## src/hub_cfg_regs.svh

```systemverilog
// offsets, field positions, reset values and timing counts of the port configuration bank
`ifndef HUB_CFG_REGS_SVH
`define HUB_CFG_REGS_SVH

// ----------------------------------------------------------------------------
// register offsets on the configuration byte port
// ----------------------------------------------------------------------------
`define HUB_FIXED_MASK_OFS   8'h09
`define HUB_SP_OFF_MASK_OFS  8'h0a
`define HUB_BP_OFF_MASK_OFS  8'h0b
`define HUB_STATUS_OFS       8'h40

// ----------------------------------------------------------------------------
// field layout
// ----------------------------------------------------------------------------
`define HUB_NUM_PORTS        4
`define HUB_PORT_MSB         4
`define HUB_PORT_LSB         1
`define HUB_MASK_LIVE_BITS   8'h1e
`define HUB_LNUM_W           3
`define HUB_ST_VALID_POS     0
`define HUB_ST_REMAP_POS     1
`define HUB_ST_SELFPOW_POS   2
`define HUB_ST_COMPOUND_POS  3
`define HUB_ST_COUNT_LSB     4
`define HUB_ST_COUNT_MSB     6

// ----------------------------------------------------------------------------
// reset values
// ----------------------------------------------------------------------------
`define HUB_MASK_RST         8'h00
`define HUB_RDATA_RST        8'h00

// ----------------------------------------------------------------------------
// fixed-port strap decode, one port vector per pin code
// ----------------------------------------------------------------------------
`define HUB_NR_CODE0         4'h0
`define HUB_NR_CODE1         4'h1
`define HUB_NR_CODE2         4'h3
`define HUB_NR_CODE3         4'h7

// ----------------------------------------------------------------------------
// timing counts
// ----------------------------------------------------------------------------
`define HUB_STRAP_SETTLE     2'h2

`endif

```

## src/hub_cfg_pkg.sv

```systemverilog
// types shared by the port configuration bank and its renumbering leaf
package hub_cfg_pkg;
  `include "hub_cfg_regs.svh"

  typedef logic [7:0]                                cfg_byte_t;
  typedef logic [`HUB_NUM_PORTS-1:0]                 port_vec_t;
  typedef logic [`HUB_LNUM_W-1:0]                    port_num_t;
  typedef logic [`HUB_NUM_PORTS*`HUB_LNUM_W-1:0]     lnum_vec_t;

  typedef enum logic [1:0] {
    ST_SETTLE,
    ST_CAPTURE,
    ST_HOLD
  } strap_state_e;
endpackage

```

## src/port_renumber.sv

```systemverilog
// packs the active physical ports into consecutive logical numbers
`timescale 1ns/1ps
`include "hub_cfg_regs.svh"
module port_renumber (
  // physical port availability
  input  wire logic                   active_i,
  input  wire hub_cfg_pkg::port_vec_t ports_i,
  // logical numbering
  output hub_cfg_pkg::lnum_vec_t      lnum_o,
  output hub_cfg_pkg::port_num_t      count_o
);
  import hub_cfg_pkg::*;

  port_num_t run [0:`HUB_NUM_PORTS];

  assign run[0] = 3'h0;

  // lowest active physical port gets logical 1; disabled ports read 0
  for (genvar g = 0; g < `HUB_NUM_PORTS; g++) begin : g_port
    assign run[g+1] = run[g] + {2'h0, ports_i[g] & active_i};
    assign lnum_o[g*`HUB_LNUM_W +: `HUB_LNUM_W] = (ports_i[g] & active_i) ? run[g+1] : 3'h0;
  end

  assign count_o = run[`HUB_NUM_PORTS];
endmodule

```

## src/hub_port_fixed_and_disable_config.sv

```systemverilog
// fixed-port and port-disable configuration of a four-port hub
`timescale 1ns/1ps
`include "hub_cfg_regs.svh"
module hub_port_fixed_and_disable_config (
  // clock and reset
  input  wire logic                   ref_clk_i,
  input  wire logic                   arst_n_i,
  // configuration byte port
  input  wire logic                   cfg_wr_en_i,
  input  wire logic                   cfg_rd_en_i,
  input  wire hub_cfg_pkg::cfg_byte_t cfg_addr_i,
  input  wire hub_cfg_pkg::cfg_byte_t cfg_wdata_i,
  output hub_cfg_pkg::cfg_byte_t      cfg_rdata_o,
  // mode selection from other configuration bytes
  input  wire logic                   use_strap_defaults_i,
  input  wire logic                   port_remap_select_i,
  input  wire logic                   compound_cfg_i,
  input  wire hub_cfg_pkg::port_vec_t remap_port_off_i,
  input  wire hub_cfg_pkg::lnum_vec_t remap_lnum_i,
  // pins
  input  wire logic                   self_powered_pin_i,
  input  wire logic [1:0]             fixed_port_strap_pins_i,
  input  wire hub_cfg_pkg::port_vec_t port_off_strap_plus_i,
  input  wire hub_cfg_pkg::port_vec_t port_off_strap_minus_i,
  // towards the hub core and descriptor logic
  output logic                        config_valid_o,
  output logic                        self_powered_o,
  output hub_cfg_pkg::port_vec_t      port_active_o,
  output hub_cfg_pkg::port_vec_t      port_fixed_o,
  output hub_cfg_pkg::port_num_t      port_count_o,
  output hub_cfg_pkg::lnum_vec_t      port_lnum_o,
  output hub_cfg_pkg::cfg_byte_t      removable_map_o,
  output logic                        compound_o
);
  import hub_cfg_pkg::*;

  // --------------------------------------------------------------------------
  // pin synchronisers
  // --------------------------------------------------------------------------
  logic [10:0]  sync1_ff;
  logic [10:0]  sync2_ff;
  logic         pow_sync;
  logic [1:0]   nr_sync;
  port_vec_t    plus_sync;
  port_vec_t    minus_sync;

  always_ff @(posedge ref_clk_i or negedge arst_n_i) begin
    if (!arst_n_i) begin
      sync1_ff <= 11'h000;
      sync2_ff <= 11'h000;
    end else begin
      sync1_ff <= {self_powered_pin_i, fixed_port_strap_pins_i,
                   port_off_strap_plus_i, port_off_strap_minus_i};
      sync2_ff <= sync1_ff;
    end
  end
  assign pow_sync   = sync2_ff[10];
  assign nr_sync    = sync2_ff[9:8];
  assign plus_sync  = sync2_ff[7:4];
  assign minus_sync = sync2_ff[3:0];

  // --------------------------------------------------------------------------
  // strap capture after reset release
  // --------------------------------------------------------------------------
  // straps are caught once, after the synchroniser has filled with pin levels
  strap_state_e state_ff;
  logic [1:0]   settle_ff;
  logic [1:0]   strap_nr_ff;
  port_vec_t    strap_off_ff;
  always_ff @(posedge ref_clk_i or negedge arst_n_i) begin
    if (!arst_n_i) begin
      state_ff  <= ST_SETTLE;
      settle_ff <= 2'h0;
    end else begin
      case (state_ff)
        ST_SETTLE: begin
          settle_ff <= settle_ff + 2'h1;
          if (settle_ff == `HUB_STRAP_SETTLE) begin
            state_ff <= ST_CAPTURE;
          end
        end
        ST_CAPTURE: state_ff <= ST_HOLD;
        ST_HOLD:    state_ff <= ST_HOLD;
        default:    state_ff <= ST_SETTLE;
      endcase
    end
  end
  always_ff @(posedge ref_clk_i or negedge arst_n_i) begin
    if (!arst_n_i) begin
      strap_nr_ff  <= 2'h0;
      strap_off_ff <= 4'h0;
    end else if (state_ff == ST_CAPTURE) begin
      strap_nr_ff  <= nr_sync;
      // a port is off only when both of its strap pins are high
      strap_off_ff <= plus_sync & minus_sync;
    end
  end

  // --------------------------------------------------------------------------
  // mask registers
  // --------------------------------------------------------------------------
  cfg_byte_t fixed_mask_ff;
  cfg_byte_t selfpow_port_off_mask_ff;
  cfg_byte_t buspow_port_off_mask_ff;

  // unused bits are never stored, so they cannot leak into port logic
  always_ff @(posedge ref_clk_i or negedge arst_n_i) begin
    if (!arst_n_i) begin
      fixed_mask_ff            <= `HUB_MASK_RST;
      selfpow_port_off_mask_ff <= `HUB_MASK_RST;
      buspow_port_off_mask_ff  <= `HUB_MASK_RST;
    end else if (cfg_wr_en_i) begin
      case (cfg_addr_i)
        `HUB_FIXED_MASK_OFS:  fixed_mask_ff            <= cfg_wdata_i & `HUB_MASK_LIVE_BITS;
        `HUB_SP_OFF_MASK_OFS: selfpow_port_off_mask_ff <= cfg_wdata_i & `HUB_MASK_LIVE_BITS;
        `HUB_BP_OFF_MASK_OFS: buspow_port_off_mask_ff  <= cfg_wdata_i & `HUB_MASK_LIVE_BITS;
        default: begin
        end
      endcase
    end
  end

  // --------------------------------------------------------------------------
  // source selection
  // --------------------------------------------------------------------------
  logic      remap_on;
  logic      remap_on_ff;
  port_vec_t strap_fixed;
  port_vec_t fixed_sel;
  port_vec_t off_sel;
  port_vec_t active;

  // remap comes from the loaded configuration, so strap mode overrides it
  assign remap_on = port_remap_select_i & ~use_strap_defaults_i;

  always_comb begin
    case (strap_nr_ff)
      2'h0:    strap_fixed = `HUB_NR_CODE0;
      2'h1:    strap_fixed = `HUB_NR_CODE1;
      2'h2:    strap_fixed = `HUB_NR_CODE2;
      default: strap_fixed = `HUB_NR_CODE3;
    endcase
  end

  assign fixed_sel = use_strap_defaults_i ? strap_fixed :
                     fixed_mask_ff[`HUB_PORT_MSB:`HUB_PORT_LSB];
  always_comb begin
    if (remap_on) begin
      off_sel = remap_port_off_i;
    end else if (use_strap_defaults_i) begin
      off_sel = strap_off_ff;
    end else if (pow_sync) begin
      off_sel = selfpow_port_off_mask_ff[`HUB_PORT_MSB:`HUB_PORT_LSB];
    end else begin
      off_sel = buspow_port_off_mask_ff[`HUB_PORT_MSB:`HUB_PORT_LSB];
    end
  end

  // any pattern of set bits is legal; each bit only removes its own port
  assign active = ~off_sel;

  // --------------------------------------------------------------------------
  // numbering
  // --------------------------------------------------------------------------
  lnum_vec_t std_lnum;
  lnum_vec_t remap_lnum;
  port_num_t std_count;
  lnum_vec_t lnum_sel;

  port_renumber u_renumber (
    .active_i (1'b1),
    .ports_i  (active),
    .lnum_o   (std_lnum),
    .count_o  (std_count)
  );

  for (genvar g = 0; g < `HUB_NUM_PORTS; g++) begin : g_remap
    assign remap_lnum[g*`HUB_LNUM_W +: `HUB_LNUM_W] =
      active[g] ? remap_lnum_i[g*`HUB_LNUM_W +: `HUB_LNUM_W] : 3'h0;
  end
  assign lnum_sel = remap_on ? remap_lnum : std_lnum;

  // --------------------------------------------------------------------------
  // host-facing report
  // --------------------------------------------------------------------------
  // bit n of the map is logical port n, bit 0 unused as in hub descriptors
  cfg_byte_t rem_map;

  always_comb begin
    rem_map = 8'h00;
    for (int i = 0; i < `HUB_NUM_PORTS; i++) begin
      if (active[i] && fixed_sel[i]) begin
        rem_map[lnum_sel[i*`HUB_LNUM_W +: `HUB_LNUM_W]] = 1'b1;
      end
    end
    rem_map[0] = 1'b0;
  end

  always_ff @(posedge ref_clk_i or negedge arst_n_i) begin
    if (!arst_n_i) begin
      port_active_o   <= 4'h0;
      port_fixed_o    <= 4'h0;
      port_count_o    <= 3'h0;
      port_lnum_o     <= 12'h000;
      removable_map_o <= 8'h00;
    end else begin
      // the hub core enables and enumerates only ports flagged here
      port_active_o   <= active;
      port_fixed_o    <= fixed_sel & active;
      port_count_o    <= std_count;
      port_lnum_o     <= lnum_sel;
      removable_map_o <= rem_map;
    end
  end

  always_ff @(posedge ref_clk_i or negedge arst_n_i) begin
    if (!arst_n_i) begin
      compound_o     <= 1'b0;
      self_powered_o <= 1'b0;
      config_valid_o <= 1'b0;
      remap_on_ff    <= 1'b0;
    end else begin
      compound_o     <= use_strap_defaults_i ? (|strap_fixed) : compound_cfg_i;
      self_powered_o <= pow_sync;
      config_valid_o <= (state_ff == ST_HOLD);
      remap_on_ff    <= remap_on;
    end
  end

  // --------------------------------------------------------------------------
  // readback
  // --------------------------------------------------------------------------
  cfg_byte_t status;

  always_comb begin
    status = 8'h00;
    status[`HUB_ST_VALID_POS]    = config_valid_o;
    status[`HUB_ST_REMAP_POS]    = remap_on;
    status[`HUB_ST_SELFPOW_POS]  = self_powered_o;
    status[`HUB_ST_COMPOUND_POS] = compound_o;
    status[`HUB_ST_COUNT_MSB:`HUB_ST_COUNT_LSB] = port_count_o;
  end

  // data stands until the next read; unmapped offsets answer zero
  always_ff @(posedge ref_clk_i or negedge arst_n_i) begin
    if (!arst_n_i) begin
      cfg_rdata_o <= `HUB_RDATA_RST;
    end else if (cfg_rd_en_i) begin
      case (cfg_addr_i)
        `HUB_FIXED_MASK_OFS:  cfg_rdata_o <= fixed_mask_ff;
        `HUB_SP_OFF_MASK_OFS: cfg_rdata_o <= selfpow_port_off_mask_ff;
        `HUB_BP_OFF_MASK_OFS: cfg_rdata_o <= buspow_port_off_mask_ff;
        `HUB_STATUS_OFS:      cfg_rdata_o <= status;
        default:              cfg_rdata_o <= 8'h00;
      endcase
    end
  end

  logic lnum_ok;
  always_comb begin
    lnum_ok = 1'b1;
    for (int i = 0; i < `HUB_NUM_PORTS; i++) begin
      if (!port_active_o[i] && port_lnum_o[i*3 +: 3] != 3'h0) begin
        lnum_ok = 1'b0;
      end
      if (port_active_o[i] && !remap_on_ff &&
          port_lnum_o[i*3 +: 3] != 3'($countones(port_active_o & 4'((5'h2 << i) - 5'h1)))) begin
        lnum_ok = 1'b0;
      end
    end
  end
endmodule

```

## config.mk

```make
export PLATFORM = sky130hd
export DESIGN_NAME = hub_port_fixed_and_disable_config
export DESIGN_NICKNAME = d
export VERILOG_FILES = /design/src/hub_cfg_pkg.sv /design/src/port_renumber.sv /design/src/hub_port_fixed_and_disable_config.sv
export VERILOG_INCLUDE_DIRS = /design/src
export SDC_FILE = /design/constraint.sdc
export NUM_CORES = 1
export LEC_CHECK = 0
export BUFFER_PORTS_ARGS = -buffer_cell sky130_fd_sc_hd__buf_4
export CORE_MARGIN = 4
export CORE_UTILIZATION = 53
export CTS_CLUSTER_SIZE = 8
export DETAILED_ROUTE_END_ITERATION = 16
export GPL_ROUTABILITY_DRIVEN = 0
export PLACE_DENSITY_LB_ADDON = 0.1
export SYNTH_ARGS = -nofsm -noshare
export SYNTH_HDL_FRONTEND = slang
export SYNTH_HIERARCHICAL = 1
export SYNTH_SLANG_ARGS = --single-unit
```

## constraint.sdc

```tcl
create_clock -name ref_clk_i -period 4 [get_ports ref_clk_i]
set_input_delay 0.2 -clock ref_clk_i [delete_from_list [all_inputs] [get_ports ref_clk_i]]
set_output_delay 0.2 -clock ref_clk_i [all_outputs]
set_load 0.005 [all_outputs]
```

==> Word-level counts from Yosys, hierarchy flattened <==
Cells that the tools add are included.
{ "word_totals": {"output_inout_bits": 42, "regBits": 85, "inputBits": 50} }
{ "op_classes": {"muxes": 30, "magnitude_cmp": 8, "add_sub_neg": 4, "n_reduce_logical": 15, "bitwise_logic": 8, "eq_ne": 10} }
{ "ops": {"columns": ["operator", "count"], "rows": [
  ["2-to-1 mux 8 bit", 4],
  ["case mux 7 bit (4 select lines)", 1],
  ["== test 8 x 4 -> 1 bit (second input constant)", 3],
  ["bitwise OR 8 bit", 3],
  ["2-to-1 mux 3 bit", 7],
  ["< comparator 3 x 4 -> 1 bit (second input constant)", 4],
  ["2-to-1 mux 4 bit", 4],
  ["demux 1 bit (select 3 bit)", 4],
  ["greater-or-equal comparator 3 x 1 -> 1 bit (second input constant)", 4],
  ["2-to-1 mux 12 bit", 1],
  ["case mux 3 bit (3 select lines)", 1],
  ["bitwise AND 4 bit", 2],
  ["== test 8 x 7 -> 1 bit (second input constant)", 1],
  ["logical AND 1 bit", 8],
  ["adder 3 x 1 -> 3 bit", 2],
  ["== test 2 bit (second input constant)", 3],
  ["2-to-1 mux 1 bit", 6],
  ["AND reduction 2 bit", 3],
  ["== test 2 x 1 -> 1 bit (second input constant)", 2],
  ["logical NOT 2 bit", 2],
  ["inverter 4 bit", 1],
  ["case mux 2 bit (2 select lines)", 1],
  ["OR reduction 4 bit", 1],
  ["adder 1 x 1 -> 2 bit", 1],
  ["6 further kinds", 6]
]} }

==> Logic depth before layout (Yosys ltp) <==
Gate-level depths: netlist (run 1).
{ "depth": {"depth_word": 20, "mapped_depth": 15, "depth_no_buf": 14} }

==> Modules after synthesis <==
The synthesis (run 1) kept the hierarchy.
{ "modules_own_cells": {"columns": ["mod", "area_per_inst_um2", "instances", "cells_per_inst"], "rows": [
  ["hub_port_fixed_and_disable_config", 3518.4, 1, 303],
  ["port_renumber", 220.2, 1, 24]
]} }

==> Worst setup path before layout (run 1) <==
Ideal clock, no wire load.
{ "synth_path": {"path_type": "reg2reg", "startpoint": "register sync2_ff[10]", "endpoint": "register removable_map_o[2]", "setup_slack_ps": 456, "synth_period_minus_slack_ps": 3544, "path_stages_with_launch": 14, "t_arrival_ps": 3413, "required_time_ps": 3869, "path_cell_list": "dfrtp_1 -> buf_2 -> mux2i_1 -> o21ai_1 -> nor2_1 -> and2_2 -> fa_1 -> ha_1 -> fa_1 -> and3_1 -> a21oi_1 -> and2b_1 -> a32o_1 -> or3_1"} }
{ "synth_via": {"word_cells_on_any_way": 47, "classes_between": "add/sub (3); order compare (8); mux (24); bitwise (4); reduce/logical (8)"} }
{ "synth_lines": {"columns": ["item", "line", "rtl"], "rows": [
  ["start, declared", "hub_port_fixed_and_disable_config.sv:41", "logic [10:0] sync2_ff;"],
  ["start signal, assigned", "hub_port_fixed_and_disable_config.sv:54", "sync2_ff <= sync1_ff;"],
  ["2-to-1 mux 4 bit (*)", "hub_port_fixed_and_disable_config.sv:152", "end else if (pow_sync) begin"],
  ["2-to-1 mux 4 bit (*)", "hub_port_fixed_and_disable_config.sv:150", "end else if (use_strap_defaults_i) begin"],
  ["2-to-1 mux 4 bit (*)", "hub_port_fixed_and_disable_config.sv:148", "if (remap_on) begin"],
  ["inverter 4 bit (*)", "hub_port_fixed_and_disable_config.sv:160", "assign active = ~off_sel;"],
  ["named net active[1]", "hub_port_fixed_and_disable_config.sv:131", "port_vec_t active;"],
  ["adder 1 x 1 -> 2 bit (*)", "port_renumber.sv:20", "assign run[g+1] = run[g] + {2'h0, ports_i[g] & active_i};"],
  ["adder 3 x 1 -> 3 bit (*) (2 in a row)", "port_renumber.sv:20", null],
  ["named net std_count[1]", "hub_port_fixed_and_disable_config.sv:167", "port_num_t std_count;"],
  ["(+1 left out)", null, null],
  ["named net std_lnum[10]", "hub_port_fixed_and_disable_config.sv:165", "lnum_vec_t std_lnum;"],
  ["2-to-1 mux 12 bit (*)", "hub_port_fixed_and_disable_config.sv:181", "assign lnum_sel = remap_on ? remap_lnum : std_lnum;"],
  ["< comparator 3 x 4 -> 1 bit or greater-or-equal comparator 3 x 1 -> 1 bit (tied branches)", "hub_port_fixed_and_disable_config.sv:193", "rem_map[lnum_sel[i*`HUB_LNUM_W +: `HUB_LNUM_W]] = 1'b1;"],
  ["logical AND 1 bit", "hub_port_fixed_and_disable_config.sv:193", null],
  ["2-to-1 mux 1 bit", "hub_port_fixed_and_disable_config.sv:193", null],
  ["demux 1 bit (select 3 bit) (*)", "hub_port_fixed_and_disable_config.sv:193", null],
  ["bitwise OR 8 bit (no line) (*)", null, null],
  ["2-to-1 mux 8 bit (*)", "hub_port_fixed_and_disable_config.sv:192", "if (active[i] && fixed_sel[i]) begin"],
  ["named net rem_map[2]", "hub_port_fixed_and_disable_config.sv:187", "cfg_byte_t rem_map;"],
  ["end signal, assigned", "hub_port_fixed_and_disable_config.sv:212", "removable_map_o <= rem_map;"],
  ["end, declared", "hub_port_fixed_and_disable_config.sv:32", "output hub_cfg_pkg::cfg_byte_t removable_map_o,"]
]} }
Mark *: on every way through the listed nets, which the timed path passes. The rest lies on a longest branch.
A chain may end at the register's enable or synchronous reset.

==> Worst setup path after layout (run 1) <==
{ "layout_path": {"startpoint": "register sync2_ff[10]", "endpoint": "register removable_map_o[2]"} }
{ "layout_via": {"word_cells_on_any_way": 47, "classes_between": "add/sub (3); order compare (8); mux (24); bitwise (4); reduce/logical (8)"} }
{ "layout_lines": {"columns": ["item", "line", "rtl"], "rows": [
  ["2-to-1 mux 4 bit (*)", "hub_port_fixed_and_disable_config.sv:152", null],
  ["2-to-1 mux 4 bit (*)", "hub_port_fixed_and_disable_config.sv:150", null],
  ["2-to-1 mux 4 bit (*)", "hub_port_fixed_and_disable_config.sv:148", null],
  ["inverter 4 bit (*)", "hub_port_fixed_and_disable_config.sv:160", null],
  ["named net active[2]", "hub_port_fixed_and_disable_config.sv:131", null],
  ["adder 3 x 1 -> 3 bit (*) (2 in a row)", "port_renumber.sv:20", null],
  ["named net std_count[1]", "hub_port_fixed_and_disable_config.sv:167", null],
  ["2-to-1 mux 3 bit (*)", "port_renumber.sv:21", "assign lnum_o[g*`HUB_LNUM_W +: `HUB_LNUM_W] = (ports_i[g] & active_i) ? run[g+1] : 3'h0;"],
  ["named net std_lnum[10]", "hub_port_fixed_and_disable_config.sv:165", null],
  ["2-to-1 mux 12 bit (*)", "hub_port_fixed_and_disable_config.sv:181", null],
  ["< comparator 3 x 4 -> 1 bit or greater-or-equal comparator 3 x 1 -> 1 bit (tied branches)", "hub_port_fixed_and_disable_config.sv:193", null],
  ["logical AND 1 bit", "hub_port_fixed_and_disable_config.sv:193", null],
  ["2-to-1 mux 1 bit", "hub_port_fixed_and_disable_config.sv:193", null],
  ["demux 1 bit (select 3 bit) (*)", "hub_port_fixed_and_disable_config.sv:193", null],
  ["bitwise OR 8 bit (no line) (*)", null, null],
  ["2-to-1 mux 8 bit (*)", "hub_port_fixed_and_disable_config.sv:192", null],
  ["named net rem_map[2]", "hub_port_fixed_and_disable_config.sv:187", null]
]} }
Marks and branches as above.

==> implementation parameters, run 1 <==
Parameter                              Value

Cells and area
  Number of antenna repair diodes    0
  Non-filler instance count after layout    536
  Layout cell share with drive strength beyond 1    30.0%
  Fillers    538
  Total area of multi-input combinational cells    1500 sq um
  Area of all placed cells without fillers    4790 sq um
  Area used by sequential logic in the layout    2100 sq um
  Final nets    499
  P&R area growth vs syn    28.2%

Timing
  Final max-slew violation count    0
  Final setup TNS    0 ns
  Fraction of the cycle the final worst path needs    90.5%
  Final min period    3.62 ns
  Upper clock frequency limit    0.276 GHz
  Hold Vio Cnt, Final    0
  Actual slew at the worst max-slew pin    0.998 ns
  Final count of negative-setup-slack endpoints    0
  RSZ-0062 raised after global routing    false
  Worst clock skew    0.00770 ns
  Max transition margin    33.5%

Synthesis
  Number of synthesized flops with an enable pin    0
  Top cell types by occurrence after synthesis    sky130_fd_sc_hd__dfrtp_1, sky130_fd_sc_hd__inv_1, sky130_fd_sc_hd__nor2_1
  Count of state elements after synthesis    84
  Top-area cell type share of the netlist area    56.2%
  Post-synthesis cell count    327
  Top flip-flop cell by instance count after synthesis    sky130_fd_sc_hd__dfrtp_1
  Number of warnings reported in the yosys synthesis log    6
  Leading area contributor after synthesis    sky130_fd_sc_hd__dfrtp_1
  Cell variety after synth    49
  Most numerous cell in the Yosys netlist    sky130_fd_sc_hd__dfrtp_1
  Async set-or-reset flop fraction in the synthesized netlist    100%
  Syn avg cell area    11.4 sq um
  Biggest area contributors in the synthesized netlist    sky130_fd_sc_hd__dfrtp_1, sky130_fd_sc_hd__mux2_2, sky130_fd_sc_hd__ha_1
  Share of the yosys chip area belonging to registers    56.2%
  Syn Std Cell Area    3740 sq um

Placement
  Number of cells in the design after placement    509
  Post-detail-place hpwl    6.02 mm
  Placed Area    4480 sq um
  Port Buf Inserts    85

Clocking
  Insertion delay to the later sink of the worst-skew pair    0.35 ns
  Clock-pin slew reported for the worst setup and hold paths after clock tree synthesis    0.09 ns
  TritonCTS clock tree    yes
  Count of instances resized after the clock tree is built    0
  Cell at the root of the clock tree    sky130_fd_sc_hd__clkbuf_8
  Number of CTS-inserted buffers    9
  Post-CTS Hold Buffers    11
  Bufs on Longest Clock Path    2
  Post-CTS setup repair buffer count    0
  Clock H-tree levels    3
  Clk sink count    84

Power and ir drop
  Peak ir drop on the vdd network    224 uV
  Final Total Pwr    1.75 mW
  Power per standard cell area    365 nW/um^2
  Leakage power    2.37 nW

Critical path
  Kind of capture point of the worst setup path    register
  Kind of critical path    register to register
  Largest driver fanout on the critical path    7
  Arrival time worst endpoint    3.85 ns
  CP required    4.24 ns
  Type of origin of the critical path    register
  Number of cells traversed by the worst register-to-register path    12

Flow run
  Max capacitance violation total    0

Hold path
  Class of the worst hold path    primary input to async pin

Detailed routing
  Total vias in the final route    2781
  Count of TritonRoute iterations in the first routing pass    5
  Count of nets left with antenna violations after detail routing    0
  Via density per instance    5.19
  Detailed Route Iter0 Violations    227
  Routed length per placed instance    15.1 um
  Residual DRC    0
  Total length of routed wires    8.08 mm

Floorplanning
  Core footprint    6830 sq um
  Die width    92.0 um
  Die area    8460 sq um
  Boundary Pins    92
  Starting utilization of the core area    54.7%
  Die Span Y    92.0 um
  Cell Rows    30

Global route
  Global routing usage summed across all routing layers    20.0%
  Maximum number of pins on one net before global-route repair    85
  Vias in the first global route    2747
  Global route total overflow    0
  Number of antenna violations at the first check in global routing    0
  First-pass GRT wire length    13.1 mm

Outcome
  Result of the run    complete, no violations
[final timing paths]
| path | startpoint | end | slack (ns) |
|---|---|---|---|
| setup / recovery | sync2_ff[10] | removable_map_o[2] | 0.38 |
| hold / removal | arst_n_i | cfg_rdata_o[6] | 0.01 |
| setup reg to reg | sync2_ff[10] | removable_map_o[2] | 0.38 |
| hold reg to reg | sync1_ff[0] | sync2_ff[0] | 0.35 |
| max in group asynchronous | arst_n_i | compound_o | 3.35 |
| min in group ref_clk_i | compound_cfg_i | compound_o | 0.09 |
[registers in the layout, summed over array words and instances, names as in the netlist]
register / count
settle_ff: 2
selfpow_port_off_mask_ff: 4
fixed_mask_ff: 4
buspow_port_off_mask_ff: 4
compound_o: 1
port_active_o: 4
port_fixed_o: 4
port_count_o: 3
sync1_ff: 11
strap_off_ff: 4
self_powered_o: 1
config_valid_o: 1
strap_nr_ff: 2
sync2_ff: 11
removable_map_o: 7
port_lnum_o: 12
state_ff: 2
cfg_rdata_o: 7
[metal layers]
metal / vias to the layer above / track usage (%) / wire length (um)
li1: 1333 / - / -
met1: 1331 / 25.9 / 3340
met2: 108 / 32.9 / 4090
met3: 9 / 4.84 / 522
met4: 0 / 7.18 / 128
met5: - / 0 / 0
[critical path, stage by stage (launching register included)]
cell	delay (ns)
sky130_fd_sc_hd__dfrtp_1	0.49
sky130_fd_sc_hd__mux2i_1	0.28
sky130_fd_sc_hd__o221ai_1	0.18
sky130_fd_sc_hd__inv_2	0.14
sky130_fd_sc_hd__and2_2	0.19
sky130_fd_sc_hd__fa_1	0.46
sky130_fd_sc_hd__ha_1	0.22
sky130_fd_sc_hd__fa_1	0.44
sky130_fd_sc_hd__and3_1	0.20
sky130_fd_sc_hd__a21oi_1	0.16
sky130_fd_sc_hd__and2b_1	0.22
sky130_fd_sc_hd__a32o_1	0.22
sky130_fd_sc_hd__or3_1	0.30
[logic make-up (layout without fill, tap and decap cells)]
group | Yosys count | count (layout) | share of synthesized area [%]
AO/OA/AOI/OAI | 44 | 44 | 8.10
XOR/XNOR | 1 | 1 | 0.234
adder cells (fa/ha/maj) | 14 | 14 | 5.09
buffers and inverters | 40 | 142 | 4.89
flip-flops | 84 | 84 | 56.2
multiplexers | 28 | 28 | 8.13
other | 3 | 14 | 0.301
AND/OR/NAND/NOR | 113 | 113 | 17.0
[power breakdown]
| part | switching [mW] | leakage (nW) | internal [mW] | total (mW) |
|---|---|---|---|---|
| logic | 0.112 | 1.23 | 0.115 | 0.228 |
| clock network | 0.315 | 0.0923 | 0.292 | 0.606 |
| registers | 0.0214 | 1.05 | 0.893 | 0.915 |
[metrics by stage]
| step | util [%] | setup slack [ns] | hold slack, ns |
|---|---|---|---|
| 3_5_place_dp | 65.6 | 0.375 | 0.310 |
| 3_3_place_gp | 65.6 | 0.430 | 0.309 |
| 5_1_grt | 70.1 | 0.226 | 0.0744 |
| 2_1_floorplan | - | 0.456 | -0.0956 |
| 6_report | 70.1 | 0.381 | 0.0129 |
| 4_1_cts | 70.1 | 0.388 | 0.0560 |
[final cells by class]
type                            instances  area share [%]
Clock inverter                          7            1.57
Clock buffer                            9            2.58
Timing Repair Buffer                  100            16.2
Inverter                               26            2.04
Multi-Input combinational cell        214            31.2
Tap cell                               96            2.51
Sequential cell                        84            43.9
[cell usage in the layout, fill, tap and decap left out, types with 2 or more instances in the layout]
| cell | n |
|---|---|
| sky130_fd_sc_hd__nor4_1 | 2 |
| sky130_fd_sc_hd__nand3b_1 | 2 |
| sky130_fd_sc_hd__nand2b_1 | 7 |
| sky130_fd_sc_hd__nor2b_1 | 12 |
| sky130_fd_sc_hd__inv_2 | 2 |
| sky130_fd_sc_hd__conb_1 | 14 |
| sky130_fd_sc_hd__fa_1 | 2 |
| sky130_fd_sc_hd__a32oi_1 | 5 |
| sky130_fd_sc_hd__nand2_1 | 20 |
| sky130_fd_sc_hd__and4bb_2 | 2 |
| sky130_fd_sc_hd__dfrtp_1 | 84 |
| sky130_fd_sc_hd__and2b_1 | 2 |
| sky130_fd_sc_hd__a221oi_1 | 4 |
| sky130_fd_sc_hd__nand3_1 | 14 |
| sky130_fd_sc_hd__clkinvlp_4 | 3 |
| sky130_fd_sc_hd__nor4bb_1 | 4 |
| sky130_fd_sc_hd__o22ai_1 | 4 |
| sky130_fd_sc_hd__nand4_1 | 3 |
| sky130_fd_sc_hd__a22oi_1 | 5 |
| sky130_fd_sc_hd__buf_4 | 89 |
| sky130_fd_sc_hd__mux2_2 | 15 |
| sky130_fd_sc_hd__nor3_1 | 4 |
| sky130_fd_sc_hd__inv_6 | 2 |
| sky130_fd_sc_hd__mux2i_1 | 12 |
| sky130_fd_sc_hd__and2_2 | 4 |
| sky130_fd_sc_hd__o21ai_0 | 11 |
| sky130_fd_sc_hd__and3_1 | 6 |
| sky130_fd_sc_hd__a21oi_1 | 6 |
| sky130_fd_sc_hd__ha_1 | 12 |
| sky130_fd_sc_hd__clkbuf_8 | 9 |
| sky130_fd_sc_hd__inv_1 | 24 |
| sky130_fd_sc_hd__o32ai_1 | 2 |
| sky130_fd_sc_hd__nor2_1 | 22 |
| sky130_fd_sc_hd__or3_1 | 4 |
| sky130_fd_sc_hd__dlygate4sd3_1 | 11 |
Power figures use the tool's default switching activity.
==> run 2, diff against run 1 <==
Settings changed: CORE_ASPECT_RATIO set to 1.4.
Clock period 4 ns to 3.7 ns, I/O delays scaled along.
==> run 2 against run 1 <==
Compared with the run above: the flow now finishes with violations (hold timing); sequential cell count stayed put; clock power is 11% higher; die area is 0.23% higher; clock skew is 0.0022 ns lower; maximum frequency is 1.3% higher; hold slack worse by 0.030 ns; via count is 0.97% lower; core utilization is 0.61 points lower; cell count is 0.19% higher; largest cell class unchanged; critical path type unchanged.
==> implementation parameters, run 2 (same netlist as run 1, synthesis figures left out) <==
Parameter                              Value

Global route
  Vias in the first global route    2723 (-0.87%)
  Maximum number of pins on one net before global-route repair    85 (unchanged)
  Global route total overflow    0 (unchanged)
  Number of antenna violations at the first check in global routing    0 (unchanged)
  First-pass GRT wire length    13.1 mm (+0.58%)
  Global routing usage summed across all routing layers    20.5% (+0.52 points)

Cells and area
  Largest registers    port_lnum_o x12, sync1_ff x11, sync2_ff x11
  Leading cell type in the layout, fill and taps excluded    sky130_fd_sc_hd__buf_4
  Max FFs per register    12 (unchanged)
  P&R area growth vs syn    29.0%
  Number of antenna repair diodes    0 (unchanged)
  Most used cells in the layout excluding fill and tap cells    sky130_fd_sc_hd__buf_4, sky130_fd_sc_hd__dfrtp_1, sky130_fd_sc_hd__inv_1
  Fillers    578 (+7.4%)
  Top reg by flops    port_lnum_o
  Non-filler instance count after layout    537 (+0.19%)
  Final nets    501 (+0.40%)
  Area of all placed cells without fillers    4820 sq um (+0.65%)
  Layout cell share with drive strength beyond 1    30.8% (+0.77 points)

Power and ir drop
  Switching Fraction    24.5% (-1.2 points)
  Clock share of power    35.2% (+0.5 points)
  Power per standard cell area    396 nW/um^2 (+8.5%)
  Internal Pwr Total    1.44 mW (+11%)
  Sequential Power Share    51.8% (-0.5 points)
  Peak ir drop on the vdd network    338 uV (+51%)
  Leakage power    2.39 nW (+0.93%)
  Power dissipated by switching net loads    0.467 mW (+4.2%)
  Final Total Pwr    1.91 mW (+9.2%)
  Portion of total power attributed to combinational logic    13.0% (about the same)

Timing
  Final max-slew violation count    0 (unchanged)
  Worst clock skew    0.00549 ns (-0.00220 ns)
  Final min period    3.57 ns (-0.0459 ns)
  Final count of negative-setup-slack endpoints    0 (unchanged)
  Tightest hold margin    -0.0166 ns (-0.0295 ns)
  Actual slew at the worst max-slew pin    0.994 ns (-0.00397 ns)
  Hold Vio Cnt, Final    35 (+35)
  Fraction of the cycle the final worst path needs    96.6% (+6.1 points)
  Upper clock frequency limit    0.280 GHz (+1.3%)
  Final setup TNS    0 ns (unchanged)
  RSZ-0062 raised after global routing    false
  Max transition margin    33.8% (+0.26 points)

Critical path
  Arrival time worst endpoint    3.82 ns (-0.03 ns)
  Kind of capture point of the worst setup path    register
  Kind of critical path    register to register
  Startpoint of the worst register-to-register path    sync2_ff[10]
  End point of the critical path    removable_map_o[2]
  Largest driver fanout on the critical path    6 (-1)
  Type of origin of the critical path    register
  Number of cells traversed by the worst register-to-register path    11 (-1)
  R2r setup slk    0.13 ns (-0.25 ns)
  Timing startpoint of the critical path    sync2_ff[10]
  Reg-to-Reg End    removable_map_o[2]
  CP required    3.94 ns (-0.30 ns)

Floorplanning
  Die area    8480 sq um (+0.23%)
  Boundary Pins    92 (unchanged)
  Die width    79.0 um (-14%)
  Core footprint    6940 sq um (+1.5%)
  Starting utilization of the core area    53.9% (-0.83 points)
  Die Span Y    107 um (+17%)
  Cell Rows    36 (+20%)

Clocking
  Bufs on Longest Clock Path    2 (unchanged)
  Cell at the root of the clock tree    sky130_fd_sc_hd__clkbuf_8
  Post-CTS setup repair buffer count    0 (unchanged)
  Clock-pin slew reported for the worst setup and hold paths after clock tree synthesis    0.08 ns (about the same)
  Clock H-tree levels    3 (unchanged)
  TritonCTS clock tree    yes
  Number of CTS-inserted buffers    9 (unchanged)
  Clk sink count    84 (unchanged)
  Insertion delay to the later sink of the worst-skew pair    0.36 ns (about the same)

Outcome
  Violated checks    hold timing
  Result of the run    finished, violations left

Detailed routing
  Total length of routed wires    8.00 mm (-0.93%)
  Via density per instance    5.13 (-1.2%)
  Residual DRC    0 (unchanged)
  Count of nets left with antenna violations after detail routing    0 (unchanged)
  Total vias in the final route    2754 (-0.97%)
  Count of TritonRoute iterations in the first routing pass    4 (-1)
  Detailed Route Iter0 Violations    120 (-47%)
  Routed length per placed instance    14.9 um (-1.1%)

Placement
  Number of cells in the design after placement    510 (+0.20%)
  Port Buf Inserts    85 (unchanged)
  Placed Area    4500 sq um (+0.31%)
  Post-detail-place hpwl    6.01 mm (-0.12%)

Hold path
  Class of the worst hold path    primary input to async pin

Flow run
  Max capacitance violation total    0 (unchanged)
==> run 2: how the worst min path moves through the flow <==
stage                                 end  depth (start not counted)  slack, ns                 startpoint
5_1_grt                        compound_o                          3       0.04             compound_cfg_i
6_report                   cfg_rdata_o[2]                          1      -0.02                   arst_n_i
3_3_place_gp                  sync1_ff[3]                          1       0.29  port_off_strap_minus_i[3]
4_1_cts                   port_lnum_o[10]                          1       0.02                   arst_n_i
3_5_place_dp                  sync1_ff[7]                          1       0.30   port_off_strap_plus_i[3]
2_1_floorplan  buspow_port_off_mask_ff[1]                          0      -0.11                   arst_n_i
==> run 2: stage by stage <==
stage | util, % | setup slack, ns | hold WS [ns]
2_1_floorplan | - | 0.156 | -0.111
3_3_place_gp | 64.8 | 0.141 | 0.294
3_5_place_dp | 64.8 | 0.0789 | 0.295
4_1_cts | 69.5 | 0.0717 | 0.0185
5_1_grt | 69.5 | 0.0267 | 0.0388
6_report | 69.5 | 0.127 | -0.0166
==> run 2: critical path, stage by stage, from the launching register on <==
cell	delay, ns
sky130_fd_sc_hd__dfrtp_2	0.47
sky130_fd_sc_hd__mux2i_1	0.16
sky130_fd_sc_hd__o221a_2	0.31
sky130_fd_sc_hd__and2_2	0.24
sky130_fd_sc_hd__fa_1	0.53
sky130_fd_sc_hd__ha_1	0.22
sky130_fd_sc_hd__fa_1	0.45
sky130_fd_sc_hd__and3_1	0.21
sky130_fd_sc_hd__a21oi_2	0.14
sky130_fd_sc_hd__and2b_1	0.21
sky130_fd_sc_hd__a32o_1	0.22
sky130_fd_sc_hd__or3_1	0.31
==> run 2: power by group through the flow <==
stage               registers [mW]  clock network, mW  logic, mW
global placement              1.01                  0      0.234
detailed placement            1.01                  0      0.240
CTS                          0.990              0.689      0.250
finish                       0.989              0.672      0.249
floorplan                     1.00                  0      0.109
global route                 0.995              0.725      0.276
==> run 2: layout make-up <==
class	count	area, sq um	share of cell area [%]
clock buffers	11	151	3.14
clock inverters	5	60.1	1.25
inverters	26	97.6	2.02
multi-input cells	214	1500	31.1
flip-flops and latches	84	2100	43.6
well taps	95	119	2.46
repair buffers	102	793	16.4
==> run 2: timing repair <==
item / in CTS / in global routing
gates resized for setup: 0 / 2
hold endpoints to repair: 11 / 0
setup endpoints to repair: 0 / 1
hold buffers: 11 / 0
==> run 2: per-layer routing <==
metal	global-route usage (%)	wire, um	vias up
met1	24.5	3080	1312
met5	0	0	-
li1	-	-	1333
met4	12.9	312	0
met2	33.6	4150	89
met3	4.27	470	20
==> run 3, diff against run 2 <==
Settings changed: ABC_AREA set to 1, CORE_UTILIZATION 53 to 54.
==> run 3 against run 2 <==
Compared with the run above: the flow still finishes with violations (hold timing); worst setup slack better by 0.40 ns; sequential power about the same; hold slack worse by 0.012 ns; clock skew increased by 0.0010 ns; global-route usage up 0.88 points; sequential cell count did not move.
==> implementation parameters, run 3 <==
Parameter                              Value

Timing
  Max transition margin    33.2% (-0.55 points)
  Actual slew at the worst max-slew pin    1.00 ns (+0.00829 ns)
  Final setup TNS    0 ns (unchanged)
  Final min period    3.18 ns (-0.397 ns)
  Setup slack of the critical path after layout    0.525 ns (+0.397 ns)
  Final count of negative-setup-slack endpoints    0 (unchanged)
  Hold Vio Cnt, Final    13 (-63%)
  RSZ-0062 raised after global routing    false
  Fraction of the cycle the final worst path needs    85.8% (-11 points)
  Upper clock frequency limit    0.315 GHz (+13%)
  Final max-slew violation count    0 (unchanged)
  Worst clock skew    0.00652 ns (+0.00103 ns)
  Tightest hold margin    -0.0288 ns (-0.0122 ns)

Clocking
  Bufs on Longest Clock Path    2 (unchanged)
  Post-CTS setup repair buffer count    0 (unchanged)
  Clk sink count    84 (unchanged)
  Cell at the root of the clock tree    sky130_fd_sc_hd__clkbuf_8
  Number of CTS-inserted buffers    9 (unchanged)
  TritonCTS clock tree    yes
  Clock H-tree levels    3 (unchanged)
  Insertion delay to the later sink of the worst-skew pair    0.37 ns (about the same)
  Clock-pin slew reported for the worst setup and hold paths after clock tree synthesis    0.08 ns (about the same)

Flow run
  Max capacitance violation total    0 (unchanged)

Outcome
  Violated checks    hold timing
  Result of the run    finished, violations left

Synthesis
  Leading area contributor after synthesis    sky130_fd_sc_hd__dfrtp_1
  Cell variety after synth    34 (-31%)
  Async set-or-reset flop fraction in the synthesized netlist    100% (unchanged)
  Count of state elements after synthesis    84 (unchanged)
  Top cell types by occurrence after synthesis    sky130_fd_sc_hd__nand2_1, sky130_fd_sc_hd__dfrtp_1, sky130_fd_sc_hd__inv_1
  Most numerous cell in the Yosys netlist    sky130_fd_sc_hd__nand2_1
  Top-area cell type share of the netlist area    53.6% (-2.6 points)
  Syn avg cell area    8.81 sq um (-23%)
  Top flip-flop cell by instance count after synthesis    sky130_fd_sc_hd__dfrtp_1
  Syn Std Cell Area    3920 sq um (+4.8%)
  Biggest area contributors in the synthesized netlist    sky130_fd_sc_hd__dfrtp_1, sky130_fd_sc_hd__nand2_1, sky130_fd_sc_hd__inv_1
  Share of the yosys chip area belonging to registers    53.6% (-2.6 points)
  Number of warnings reported in the yosys synthesis log    6 (unchanged)
  Post-synthesis cell count    445 (+36%)
  Number of synthesized flops with an enable pin    0 (unchanged)

Critical path
  Cell with the largest stage delay on the worst path    sky130_fd_sc_hd__fa_1
  Cells traversed along the worst timing path    inv_1 > nand2_1 > nand3_1 > nand2_2 > nand2_1 > inv_1 > nand2_1 > inv_1 > fa_1 > ha_1 > fa_1 > inv_1 > nor2_1 > o21ai_2 > inv_1 > nand4_1 > nand3_1
  CP required    3.94 ns (about the same)
  Gate family responsible for the most delay along the worst path    adder cells
  Type of origin of the critical path    register
  Arrival time worst endpoint    3.42 ns (-0.40 ns)
  Number of logic stages on the critical path including buffering    17 (+6)
  Number of cells traversed by the worst register-to-register path    17 (+6)
  CP peak stage delay    0.48 ns (-0.05 ns)
  Largest driver fanout on the critical path    6 (unchanged)
  Critical path buffer and inverter count    5 (+5)
  Kind of critical path    register to register
  Library cell appearing most often on the critical path    sky130_fd_sc_hd__inv_1
  Kind of capture point of the worst setup path    register

Cells and area
  Max FFs per register    12 (unchanged)
  Fillers    584 (+1.0%)
  Leading cell type in the layout, fill and taps excluded    sky130_fd_sc_hd__nand2_1
  Most used cells in the layout excluding fill and tap cells    sky130_fd_sc_hd__nand2_1, sky130_fd_sc_hd__buf_4, sky130_fd_sc_hd__dfrtp_1
  Final nets    612 (+22%)
  Layout cell share with drive strength beyond 1    23.9% (-6.9 points)
  P&R area growth vs syn    26.4%
  Number of antenna repair diodes    0 (unchanged)
  Largest registers    port_lnum_o x12, sync1_ff x11, sync2_ff x11
  Top reg by flops    port_lnum_o

Power and ir drop
  Final Total Pwr    2.03 mW (+6.2%)
  Power per standard cell area    410 nW/um^2 (+3.4%)
  Peak ir drop on the vdd network    341 uV (+0.97%)
  Leakage power    2.63 nW (+9.9%)

Placement
  Pre-CTS setup slack    0.434 ns (+0.355 ns)
  Post-detail-place hpwl    6.42 mm (+6.9%)
  Port Buf Inserts    85 (unchanged)

Floorplanning
  Die width    80.0 um (+1.3%)
  Boundary Pins    92 (unchanged)
  Cell Rows    36 (unchanged)
  Die Span Y    109 um (+1.3%)
  Core footprint    7030 sq um (+1.3%)
  Die area    8700 sq um (+2.6%)
  Starting utilization of the core area    55.8% (+1.9 points)

Global route
  Number of antenna violations at the first check in global routing    0 (unchanged)
  Global route total overflow    0 (unchanged)
  Vias in the first global route    3096 (+14%)
  Global routing usage summed across all routing layers    21.4% (+0.88 points)
  Maximum number of pins on one net before global-route repair    85 (unchanged)
  First-pass GRT wire length    13.9 mm (+5.9%)

Detailed routing
  Detailed Route Iter0 Violations    148 (+23%)
  Total length of routed wires    8.49 mm (+6.1%)
  Routed length per placed instance    13.1 um (-12%)
  Total vias in the final route    3154 (+15%)
  Via density per instance    4.87 (-4.9%)
  Residual DRC    0 (unchanged)
  Count of TritonRoute iterations in the first routing pass    4 (unchanged)
  Count of nets left with antenna violations after detail routing    0 (unchanged)

Hold path
  Class of the worst hold path    primary input to async pin
run 3: cell count changes after synthesis, moves of 12 or more:
cell,before,now
sky130_fd_sc_hd__inv_1,24,65
sky130_fd_sc_hd__mux2_2,15,1
sky130_fd_sc_hd__mux2i_1,12,0
sky130_fd_sc_hd__nand2_1,20,112
sky130_fd_sc_hd__nand3_1,14,35
sky130_fd_sc_hd__nor2_1,22,39
sky130_fd_sc_hd__nor2b_1,12,0
sky130_fd_sc_hd__o21ai_0,11,31
run 3: worst paths after layout:
| check | from | to | slack [ns] |
|---|---|---|---|
| max | sync2_ff[10] | removable_map_o[2] | 0.52 |
| min | arst_n_i | cfg_rdata_o[5] | -0.03 |
| max reg2reg | sync2_ff[10] | removable_map_o[2] | 0.52 |
| min reg2reg | sync1_ff[9] | sync2_ff[9] | 0.35 |
| max in group asynchronous | arst_n_i | strap_off_ff[2] | 3.08 |
| min in group ref_clk_i | compound_cfg_i | compound_o | 0.03 |
run 3: logic make-up (layout without fill, tap and decap cells):
family	Yosys count	after routing	share of synthesized area, %
multiplexers	1	1	0.287
buffers and inverters	82	183	9.48
other	3	9	0.287
flip-flops	84	84	53.6
adder cells (fa/ha/maj)	14	14	4.85
AND/OR/NAND/NOR	213	213	23.9
XOR/XNOR	1	1	0.224
AO/OA/AOI/OAI	47	47	7.34
run 3: final cells by class:
type	instances	area (sq um)	area share [%]
Clock buffer	9	124	2.50
Tap cell	95	119	2.40
Sequential cell	84	2100	42.4
Timing Repair Buffer	97	756	15.3
Inverter	71	272	5.48
Multi-Input combinational cell	285	1470	29.6
Clock inverter	6	114	2.30
run 3: per-layer routing:
| metal | track usage [%] | share of wire [%] |
|---|---|---|
| met1 | 24.1 | 38 |
| met2 | 37.3 | 54 |
| met3 | 3.72 | 4.8 |
| met4 | 13.2 | 3.6 |
| met5 | 0 | 0 |
run 3: timing repair:
action / CTS / global route
hold buffers: 11 / 0
resized for setup: 0 / 0
endpoints found under the setup margin: 0 / 0
hold endpoints to repair: 11 / 0
run 3: power by group:
part | internal [mW] | leakage (nW) | switching [mW]
sequential | 0.967 | 1.05 | 0.0226
clock | 0.445 | 0.112 | 0.327
combinational | 0.118 | 1.46 | 0.149
total | 1.53 | 2.63 | 0.498
run 3: stage by stage:
stage	cell area (sq um)	cells	hold WS (ns)	util (%)
after global routing	4950	647	0.0284	70.5
after detailed placement	4610	621	0.295	65.5
after CTS	4950	647	0.0161	70.5
after global placement	4610	621	0.294	65.5
final	4950	647	-0.0288	70.5
after floorplan	3940	451	-0.111	-
